File: src/design/icp_pkg.sv
// Purpose: shared constants and types of the interconnect port
// Assumes: one clock, one serial connection per local port
// Notes: codes below are the status and indication encodings
package icp_pkg;

   // ----------------------------------------------------------
   // Widths and sizes
   // ----------------------------------------------------------
   localparam int CHAR_W = 8;
   localparam int CNT_W = 8;
   localparam int PORT_W = 4;
   localparam int CONN_W = 4;
   localparam int STAT_W = 4;
   localparam int LVL_W = 5;
   localparam int FIFO_DEPTH = 16;
   localparam logic [LVL_W-1:0] FIFO_FULL_LVL = 5'h10;

   // ----------------------------------------------------------
   // Port identifiers and reset values
   // ----------------------------------------------------------
   localparam logic [PORT_W-1:0] LOCAL_PORT_ID = 4'h0;
   localparam logic [PORT_W-1:0] REMOTE_PORT_MAX = 4'h7;
   localparam logic [CONN_W-1:0] CONN_ID_RST = 4'h0;

   // ----------------------------------------------------------
   // Service response codes
   // ----------------------------------------------------------
   localparam logic [STAT_W-1:0] ST_GOOD = 4'h0;
   localparam logic [STAT_W-1:0] ST_INV_LOCAL = 4'h1;
   localparam logic [STAT_W-1:0] ST_LOCAL_IN_USE = 4'h2;
   localparam logic [STAT_W-1:0] ST_INV_REMOTE = 4'h3;
   localparam logic [STAT_W-1:0] ST_PEER_NOT_WAITING = 4'h4;
   localparam logic [STAT_W-1:0] ST_INV_CONN = 4'h5;
   localparam logic [STAT_W-1:0] ST_INV_BUF = 4'h6;
   localparam logic [STAT_W-1:0] ST_TX_QUEUE_FULL = 4'h7;
   localparam logic [STAT_W-1:0] ST_RX_PENDING = 4'h8;

   // ----------------------------------------------------------
   // Requests, indications and states
   // ----------------------------------------------------------
   typedef enum logic [2:0] {
      OP_CONNECT = 3'h0, OP_LISTEN = 3'h1, OP_SEND = 3'h2,
      OP_RECEIVE = 3'h3, OP_CLOSE = 3'h4
   } op_t;
   typedef enum logic [1:0] {
      IND_CONNECTED = 2'h0, IND_RECEIVED = 2'h1, IND_CLOSED = 2'h2
   } ind_t;
   typedef enum logic [1:0] {
      RQ_IDLE = 2'b01, RQ_SDATA = 2'b10
   } req_st_t;
   typedef enum logic [3:0] {
      C_IDLE = 4'b0001, C_LISTEN = 4'b0010,
      C_EST = 4'b0100, C_CLOSING = 4'b1000
   } conn_st_t;

endpackage : icp_pkg

File: src/design/icp_port.sv
// Purpose: serial interconnect port serving one link-layer port
// Assumes: requester and medium logic share sys_clk_i
// Notes: one connection; send data is copied into a tx FIFO
// Function
// - Connect refused when peer posted no listen
// - At most one connection per port pair
// - Serial port accepts only one pending listen
// - Bad local port or busy port rejected
// - Bad remote port rejected; good returns identifier
// - No connected indication without connect or listen
// - Establishment raises connected indication here
// - Send characters leave in strict request order
// - Send succeeds only after data copied
// - Send rejects bad connection, buffer, full queue
// - Second receive before indication gets pending status
// - Requester reposts receive after each indication
// - Received data is a plain byte stream
// - Close drains queued characters, then stops delivery
// - Send after close, or bad close, invalid
// - Port assigns identifier, quotes it in indications
// - No received indication after closed indication
`timescale 1ns/1ns

// ----------------------------------------------------------------
// Character FIFO
// ----------------------------------------------------------------
module icp_fifo #(
   parameter int W = 8,
   parameter int DEPTH = 16
) (
   // Clock and reset
   input wire logic clk_i,
   input wire logic reset_i,
   // Fill side
   input wire logic in_valid_i,
   input wire logic [W-1:0] in_data_i,
   output logic in_ready_o,
   // Drain side
   output logic out_valid_o,
   output logic [W-1:0] out_data_o,
   input wire logic out_ready_i,
   // Fill level
   output logic [$clog2(DEPTH):0] level_o
);
   localparam int AW = $clog2(DEPTH);

   typedef struct packed {
      logic [DEPTH-1:0][W-1:0] mem;
      logic [AW-1:0] wr;
      logic [AW-1:0] rd;
      logic [AW:0] cnt;
   } fifo_st_t;

   fifo_st_t q;
   fifo_st_t d;
   logic push;
   logic pop;

   // Honest full and empty flags
   assign in_ready_o = q.cnt != (AW+1)'(DEPTH);
   assign out_valid_o = q.cnt != '0;
   assign out_data_o = q.mem[q.rd];
   assign level_o = q.cnt;
   assign push = in_valid_i && in_ready_o;
   assign pop = out_ready_i && out_valid_o;

   // Pointer and count update, oldest word out first
   always_comb begin
      d = q;
      if (push) begin
         d.mem[q.wr] = in_data_i;
         d.wr = q.wr + 1'b1;
      end
      if (pop) begin
         d.rd = q.rd + 1'b1;
      end
      case ({push, pop})
         2'b10: d.cnt = q.cnt + 1'b1;
         2'b01: d.cnt = q.cnt - 1'b1;
         default: d.cnt = q.cnt;
      endcase
   end

   // State register
   always_ff @(posedge clk_i or posedge reset_i) begin
      if (reset_i) begin
         q <= '0;
      end else begin
         q <= d;
      end
   end
endmodule : icp_fifo

// ----------------------------------------------------------------
// Interconnect port
// ----------------------------------------------------------------
module icp_port (
   // Clock and reset
   input wire logic sys_clk_i,
   input wire logic reset_i,
   // Service request
   input wire logic req_valid_i,
   input wire icp_pkg::op_t req_op_i,
   input wire logic [icp_pkg::PORT_W-1:0] req_local_port_i,
   input wire logic [icp_pkg::PORT_W-1:0] req_remote_port_i,
   input wire logic [icp_pkg::CONN_W-1:0] req_conn_i,
   input wire logic req_buf_ok_i,
   input wire logic [icp_pkg::CNT_W-1:0] req_count_i,
   output logic req_ready_o,
   // Service response
   output logic rsp_valid_o,
   output logic [icp_pkg::STAT_W-1:0] rsp_status_o,
   output logic [icp_pkg::CONN_W-1:0] rsp_conn_o,
   // Send data
   input wire logic sdata_valid_i,
   input wire logic [icp_pkg::CHAR_W-1:0] sdata_i,
   output logic sdata_ready_o,
   // Indications
   output logic ind_valid_o,
   output icp_pkg::ind_t ind_kind_o,
   output logic [icp_pkg::CONN_W-1:0] ind_conn_o,
   output logic [icp_pkg::CNT_W-1:0] ind_count_o,
   input wire logic ind_ack_i,
   // Received characters
   output logic rd_valid_o,
   output logic [icp_pkg::CHAR_W-1:0] rd_data_o,
   // Medium side
   input wire logic peer_listen_i,
   input wire logic peer_connect_i,
   output logic tx_valid_o,
   output logic [icp_pkg::CHAR_W-1:0] tx_data_o,
   input wire logic tx_ready_i,
   input wire logic rx_valid_i,
   input wire logic [icp_pkg::CHAR_W-1:0] rx_data_i,
   output logic rx_ready_o
);
   typedef struct packed {
      icp_pkg::req_st_t st;
      icp_pkg::conn_st_t cst;
      logic req_ready;
      logic rsp_valid;
      logic [icp_pkg::STAT_W-1:0] rsp_status;
      logic [icp_pkg::CONN_W-1:0] rsp_conn;
      logic sdata_ready;
      logic [icp_pkg::CNT_W-1:0] send_left;
      logic [icp_pkg::CONN_W-1:0] conn_id;
      logic conn_pend;
      logic rx_pend;
      logic rx_ready;
      logic [icp_pkg::CNT_W-1:0] rx_max;
      logic [icp_pkg::CNT_W-1:0] rx_cnt;
      logic rd_valid;
      logic [icp_pkg::CHAR_W-1:0] rd_data;
      logic ind_valid;
      icp_pkg::ind_t ind_kind;
      logic [icp_pkg::CONN_W-1:0] ind_conn;
      logic [icp_pkg::CNT_W-1:0] ind_count;
      logic tx_valid;
      logic [icp_pkg::CHAR_W-1:0] tx_data;
   } port_st_t;

   port_st_t q;
   port_st_t d;
   logic fire;
   logic sdata_fire;
   logic rx_fire;
   logic ind_free;
   logic fifo_in_ready;
   logic fifo_out_valid;
   logic fifo_pop;
   logic [icp_pkg::CHAR_W-1:0] fifo_out_data;
   logic [icp_pkg::LVL_W-1:0] fifo_lvl;
   logic [icp_pkg::LVL_W-1:0] tx_free;

   // Request names an established connection
   function automatic logic conn_ok(
      input icp_pkg::conn_st_t cst,
      input logic [icp_pkg::CONN_W-1:0] id,
      input logic [icp_pkg::CONN_W-1:0] req
   );
      conn_ok = (cst == icp_pkg::C_EST) && (id == req);
   endfunction : conn_ok

   // Handshake terms
   assign fire = req_valid_i && q.req_ready;
   assign sdata_fire = sdata_valid_i && q.sdata_ready && fifo_in_ready;
   assign rx_fire = rx_valid_i && q.rx_ready;
   assign ind_free = !q.ind_valid || ind_ack_i;
   assign fifo_pop = !q.tx_valid || tx_ready_i;
   assign tx_free = icp_pkg::FIFO_FULL_LVL - fifo_lvl;

   // Own copy of send data, drained in order
   icp_fifo #(
      .W(icp_pkg::CHAR_W),
      .DEPTH(icp_pkg::FIFO_DEPTH)
   ) u_tx_fifo (
      .clk_i(sys_clk_i),
      .reset_i(reset_i),
      .in_valid_i(sdata_fire),
      .in_data_i(sdata_i),
      .in_ready_o(fifo_in_ready),
      .out_valid_o(fifo_out_valid),
      .out_data_o(fifo_out_data),
      .out_ready_i(fifo_pop),
      .level_o(fifo_lvl)
   );

   // Next-state logic
   always_comb begin
      d = q;
      d.rsp_valid = 1'b0;
      d.rd_valid = 1'b0;
      if (q.ind_valid && ind_ack_i) begin
         d.ind_valid = 1'b0;
      end
      // Transmit output stage
      if (fifo_pop) begin
         d.tx_valid = fifo_out_valid;
         d.tx_data = fifo_out_data;
      end
      // Request handling
      case (q.st)
         icp_pkg::RQ_IDLE: begin
            if (fire) begin
               d.rsp_valid = 1'b1;
               d.rsp_conn = req_conn_i;
               d.rsp_status = icp_pkg::ST_GOOD;
               case (req_op_i)
                  icp_pkg::OP_CONNECT, icp_pkg::OP_LISTEN: begin
                     d.rsp_conn = q.conn_id;
                     if (req_local_port_i != icp_pkg::LOCAL_PORT_ID) begin
                        d.rsp_status = icp_pkg::ST_INV_LOCAL;
                     end else if (q.cst != icp_pkg::C_IDLE) begin
                        d.rsp_status = icp_pkg::ST_LOCAL_IN_USE;
                     end else if (req_op_i == icp_pkg::OP_LISTEN) begin
                        d.conn_id = q.conn_id + 1'b1;
                        d.rsp_conn = d.conn_id;
                        d.cst = icp_pkg::C_LISTEN;
                     end else if (req_remote_port_i >
                                  icp_pkg::REMOTE_PORT_MAX) begin
                        d.rsp_status = icp_pkg::ST_INV_REMOTE;
                     end else if (!peer_listen_i) begin
                        d.rsp_status = icp_pkg::ST_PEER_NOT_WAITING;
                     end else begin
                        d.conn_id = q.conn_id + 1'b1;
                        d.rsp_conn = d.conn_id;
                        d.cst = icp_pkg::C_EST;
                        d.conn_pend = 1'b1;
                     end
                  end
                  icp_pkg::OP_SEND: begin
                     if (!conn_ok(q.cst, q.conn_id, req_conn_i)) begin
                        d.rsp_status = icp_pkg::ST_INV_CONN;
                     end else if (!req_buf_ok_i || req_count_i == '0) begin
                        d.rsp_status = icp_pkg::ST_INV_BUF;
                     end else if (req_count_i >
                                  icp_pkg::CNT_W'(tx_free)) begin
                        d.rsp_status = icp_pkg::ST_TX_QUEUE_FULL;
                     end else begin
                        // Collect the characters before answering
                        d.rsp_valid = 1'b0;
                        d.st = icp_pkg::RQ_SDATA;
                        d.send_left = req_count_i;
                        d.req_ready = 1'b0;
                        d.sdata_ready = 1'b1;
                     end
                  end
                  icp_pkg::OP_RECEIVE: begin
                     if (!conn_ok(q.cst, q.conn_id, req_conn_i)) begin
                        d.rsp_status = icp_pkg::ST_INV_CONN;
                     end else if (!req_buf_ok_i || req_count_i == '0) begin
                        d.rsp_status = icp_pkg::ST_INV_BUF;
                     end else if (q.rx_pend) begin
                        d.rsp_status = icp_pkg::ST_RX_PENDING;
                     end else begin
                        d.rx_pend = 1'b1;
                        d.rx_max = req_count_i;
                        d.rx_cnt = '0;
                     end
                  end
                  icp_pkg::OP_CLOSE: begin
                     if (!conn_ok(q.cst, q.conn_id, req_conn_i)) begin
                        d.rsp_status = icp_pkg::ST_INV_CONN;
                     end else begin
                        d.cst = icp_pkg::C_CLOSING;
                     end
                  end
                  default: begin
                     d.rsp_status = icp_pkg::ST_INV_CONN;
                  end
               endcase
            end
         end
         icp_pkg::RQ_SDATA: begin
            if (sdata_fire) begin
               d.send_left = q.send_left - 1'b1;
               if (q.send_left == 8'h01) begin
                  d.st = icp_pkg::RQ_IDLE;
                  d.sdata_ready = 1'b0;
                  d.req_ready = 1'b1;
                  d.rsp_valid = 1'b1;
                  d.rsp_status = icp_pkg::ST_GOOD;
                  d.rsp_conn = q.conn_id;
               end
            end
         end
         default: begin
            d.st = icp_pkg::RQ_IDLE;
            d.req_ready = 1'b1;
            d.sdata_ready = 1'b0;
         end
      endcase
      // Peer joined our pending listen
      if (q.cst == icp_pkg::C_LISTEN && peer_connect_i) begin
         d.cst = icp_pkg::C_EST;
         d.conn_pend = 1'b1;
      end
      // Received characters pass straight through
      if (rx_fire) begin
         d.rd_valid = 1'b1;
         d.rd_data = rx_data_i;
         d.rx_cnt = q.rx_cnt + 1'b1;
      end
      // Indications, one at a time
      if (ind_free) begin
         if (q.conn_pend) begin
            d.conn_pend = 1'b0;
            d.ind_valid = 1'b1;
            d.ind_kind = icp_pkg::IND_CONNECTED;
            d.ind_conn = q.conn_id;
            d.ind_count = '0;
         end else if (q.rx_pend && q.rx_cnt != '0 &&
                      (q.rx_cnt == q.rx_max || !rx_fire)) begin
            d.rx_pend = 1'b0;
            d.ind_valid = 1'b1;
            d.ind_kind = icp_pkg::IND_RECEIVED;
            d.ind_conn = q.conn_id;
            d.ind_count = q.rx_cnt;
         end else if (q.cst == icp_pkg::C_CLOSING && fifo_lvl == '0 &&
                      !q.tx_valid && !(q.rx_pend && q.rx_cnt != '0)) begin
            d.cst = icp_pkg::C_IDLE;
            d.rx_pend = 1'b0;
            d.ind_valid = 1'b1;
            d.ind_kind = icp_pkg::IND_CLOSED;
            d.ind_conn = q.conn_id;
            d.ind_count = '0;
         end
      end
      // Accept medium data only for an open receive
      d.rx_ready = d.rx_pend && d.cst == icp_pkg::C_EST &&
                   d.rx_cnt != d.rx_max;
   end

   // State register
   always_ff @(posedge sys_clk_i or posedge reset_i) begin
      if (reset_i) begin
         q <= '0;
         q.st <= icp_pkg::RQ_IDLE;
         q.cst <= icp_pkg::C_IDLE;
         q.req_ready <= 1'b1;
         q.conn_id <= icp_pkg::CONN_ID_RST;
         q.ind_kind <= icp_pkg::IND_CONNECTED;
      end else begin
         q <= d;
      end
   end

   // Outputs straight from the state register
   assign req_ready_o = q.req_ready;
   assign rsp_valid_o = q.rsp_valid;
   assign rsp_status_o = q.rsp_status;
   assign rsp_conn_o = q.rsp_conn;
   assign sdata_ready_o = q.sdata_ready;
   assign ind_valid_o = q.ind_valid;
   assign ind_kind_o = q.ind_kind;
   assign ind_conn_o = q.ind_conn;
   assign ind_count_o = q.ind_count;
   assign rd_valid_o = q.rd_valid;
   assign rd_data_o = q.rd_data;
   assign tx_valid_o = q.tx_valid;
   assign tx_data_o = q.tx_data;
   assign rx_ready_o = q.rx_ready;
endmodule : icp_port

File: config.mk
export PLATFORM = sky130hd
export DESIGN_NAME = icp_port
export DESIGN_NICKNAME = d
export VERILOG_FILES = /design/src/design/icp_pkg.sv /design/src/design/icp_port.sv
export SDC_FILE = /design/constraint.sdc
export NUM_CORES = 1
export LEC_CHECK = 0
export ABC_AREA = 1
export BUFFER_PORTS_ARGS = -buffer_cell sky130_fd_sc_hd__buf_2
export CORE_MARGIN = 3
export CORE_UTILIZATION = 25
export CTS_CLUSTER_DIAMETER = 200
export DETAILED_ROUTE_END_ITERATION = 6
export GPL_TIMING_DRIVEN = 0
export PLACE_DENSITY = 0.39
export SLEW_MARGIN = 20
export SYNTH_ARGS = -nofsm -noshare
export SYNTH_HDL_FRONTEND = slang
export SYNTH_HIERARCHICAL = 1
export SYNTH_SLANG_ARGS = --single-unit
File: constraint.sdc
create_clock -name sys_clk_i -period 7.6 [get_ports sys_clk_i]
set_clock_uncertainty 0.05 [all_clocks]
set_input_delay 1.52 -clock sys_clk_i [delete_from_list [all_inputs] [get_ports sys_clk_i]]
set_output_delay 1.52 -clock sys_clk_i [all_outputs]
set_load 0.05 [all_outputs]
==> results.json <==
{
  "pre_cts_ws_ps": 3340,
  "status": "completed",
  "cts_tree": "yes",
  "cts.repair.resized": 0,
  "drv_cap": 0,
  "clockBufferDepth": 3,
  "min_period_ps": 3560,
  "final.period_utilization_pct": 46.9,
  "p_per_area_nw_per_um2": 244,
  "crit_arrival_ps": 3970,
  "cts_max_level": 1,
  "diodes": 0,
  "syn_area_um2": 13200,
  "yosysTopAreaCell": "dfrtp_1",
  "netlist.area_leader.share_pct": 41.5,
  "hold_viol": 0,
  "gr-total-overflow": 0,
  "seq_area_um2": 5560,
  "required_ps": 8010,
  "n_fill_cell": 5738,
  "slew_viol_final": 0,
  "initial_core_util_pct": 25.5,
  "ff2ff_path_depth": 15,
  "dieArea_um2": 55600,
  "async_reset_ff_share_pct": 100,
  "setup_viol": 0,
  "vdd_drop_max_mv": 0.149,
  "postSynthCellCount": 1763,
  "p_total_uw": 3770,
  "multi_input_area_um2": 6170,
  "startpoint_type": "primary input",
  "synth_seq_area_share_pct": 42.1,
  "synth_warnings": 6,
  "path_clk_slew_ps": 50,
  "crit_fanout": 10,
  "crit_path_end_kind": "flip-flop",
  "ys_ff_latch": 222,
  "r2r_slack_ps": 4200,
  "hp-class": "flip-flop to flip-flop",
  "clock_latency_ps": 570,
  "fmax_mhz": 281,
  "io_buffer_count": 82,
  "drt_iter0_drc": 818,
  "setup_tns_ps": 0,
  "cts_num_sinks": 222,
  "first_global_vias": 11700,
  "avgSynthCellArea_um2": 7.49,
  "die_w_um": 236,
  "routed_wl_um": 45100,
  "min-delay-start": "u_tx_fifo/q[59]",
  "area_delta_synth_final_pct": 17.0,
  "p_leak_uw": 0.00800,
  "dp_cells": 2527,
  "die_h_um": 236,
  "synth_area_leaders": "dfrtp_1 (42%), nand2_1 (19%), nand4_1 (7.3%)",
  "tightest_slew_ps": 1010,
  "dp_hpwl_um": 32700,
  "vias": 11800,
  "antenna_found_initial": 0,
  "post-cts-setup-buffers": 0,
  "grt_max_degree": 80,
  "vias_per_cell": 4.56,
  "hold_path_end": "u_tx_fifo/q[59]",
  "cts_inserted_buffers": 29,
  "syn-num-nets": 1837,
  "synth_edf_count": 0,
  "grt_pass1_wl_um": 70300,
  "nets": 1952,
  "hold_buffers": 0,
  "drive_gt1_share_pct": 16.6,
  "num_io_pins": 94,
  "gp_congestion": 0.837,
  "num_rows": 83,
  "cts-root-buf": "clkbuf_16",
  "first_pass_iters": 5,
  "maxSlewHeadroom_pct": 32.7,
  "setup_slack_ps": 4040,
  "fin_cells": 2578,
  "cp-startpoint": "tx_ready_i",
  "worstSetupPathType": "primary input to flip-flop",
  "r2r_end": "u_tx_fifo/level_o[4]",
  "synth_cell_types": 53,
  "track_usage_pct": 16.0,
  "wl_per_cell_um": 17.5,
  "core-area_um2": 51800,
  "yosys_most_used_dff": "dfrtp_1",
  "drc": 0,
  "rsz0062_at_grt": "no",
  "ant_nets": 0,
  "regToRegStartpoint": "u_tx_fifo/level_o[1]",
  "hold_depth": 2
}
worst max-delay path: stages:
cell      delay (ps)
buf_2             70
or2_2             90
clkbuf_1         610
nand2_1          320
inv_1            190
ha_1             260
inv_1             90
fa_1             360
inv_1             80
nand2_1           60
nand2_1           70
nand2_1           50
nand2_1           50
nand2_1           40
nand2_1           50
nand2_1           50
cell type report:
| class | instances | share of cell area [%] |
|---|---|---|
| clock inverters | 8 | 0.470 |
| clock buffers | 43 | 5.43 |
| repair buffers | 84 | 3.01 |
| flip-flops and latches | 222 | 36.0 |
| plain buffers | 122 | 5.27 |
| multi-input cells | 1244 | 40.0 |
| inverters | 175 | 4.33 |
| well taps | 680 | 5.51 |
cell families after synthesis:
logic type	count (synthesis)	synth area share [%]
xor gates and xnor gates	12	0.853
buffers and inverters	297	11.1
and+or+nand+nor	1092	38.1
AOI/OAI and AO/OA	107	4.65
DFF	222	42.1
muxes	8	0.682
adders and majority gates	25	2.43
cells in the mapped netlist, types with 24 or more instances:
| cell | number |
|---|---|
| clkbuf_1 | 27 |
| ha_1 | 24 |
| o21ai_0 | 44 |
| nor2_1 | 106 |
| buf_4 | 49 |
| nand3_1 | 81 |
| inv_1 | 163 |
| a21oi_1 | 25 |
| dfrtp_1 | 219 |
| buf_2 | 26 |
| nand4_1 | 154 |
| nand2_1 | 677 |
cell usage in the layout (no fill, tap or decap), drive strengths merged, types with 2 or more instances in the layout:
| cell | netlist | routed |
|---|---|---|
| dfrtp | 219 | 219 |
| or2 | 3 | 3 |
| inv | 175 | 175 |
| ha | 24 | 24 |
| a22o | 2 | 2 |
| a21oi | 25 | 25 |
| o211ai | 2 | 2 |
| xnor2 | 6 | 6 |
| nand2 | 690 | 690 |
| nand3 | 99 | 99 |
| clkinv | 0 | 7 |
| nor2 | 133 | 133 |
| buf | 95 | 179 |
| a21boi | 3 | 3 |
| o31ai | 2 | 2 |
| clkbuf | 27 | 70 |
| o22ai | 8 | 8 |
| mux2 | 8 | 8 |
| dfstp | 3 | 3 |
| xor2 | 6 | 6 |
| nand4 | 157 | 157 |
| and3 | 2 | 2 |
| nor3 | 6 | 6 |
| a32oi | 2 | 2 |
| o21ai | 58 | 58 |
worst max path at each step:
stage,endpoint,slack (ps)
2_1_floorplan,u_tx_fifo/level_o[0],2250
3_3_place_gp,u_tx_fifo/q[112],-230
3_5_place_dp,u_tx_fifo/level_o[4],3340
4_1_cts,u_tx_fifo/level_o[4],3970
5_1_grt,u_tx_fifo/level_o[4],3700
6_report,u_tx_fifo/level_o[4],4040
layer usage:
| metal | global-route usage (%) | routed length [um] |
|---|---|---|
| met2 | 25.8 | 20400 |
| met1 | 22.8 | 22100 |
| met4 | 3.39 | 936 |
| met5 | 0 | 0 |
| met3 | 2.24 | 1700 |
power by group:
| part | switching (uW) | leakage (uW) | internal (uW) |
|---|---|---|---|
| registers | 44.4 | 0.00294 | 1230 |
| logic | 811 | 0.00461 | 356 |
| clock network | 544 | 0.000452 | 789 |
| total | 1400 | 0.00800 | 2380 |
registers in the layout, indices dropped and copies added, names as in the netlist, 2 cells and up:
name / cells
u_tx_fifo/q: 136
q: 36
ind_count_o: 8
rd_data_o: 8
tx_data_o: 8
u_tx_fifo/level_o: 5
ind_conn_o: 4
rsp_conn_o: 4
rsp_status_o: 4
ind_kind_o: 2
per-stage QoR:
step / instance area (um2) / hold slack (ps) / utilization [%]
floorplan: 13200 / 392 / -
global placement: 14500 / 403 / 27.9
detailed placement: 14500 / 408 / 28.0
CTS: 15400 / 423 / 29.8
global route: 15400 / 427 / 29.8
finish: 15400 / 419 / 29.8
(Power assumes the default switching activity.)
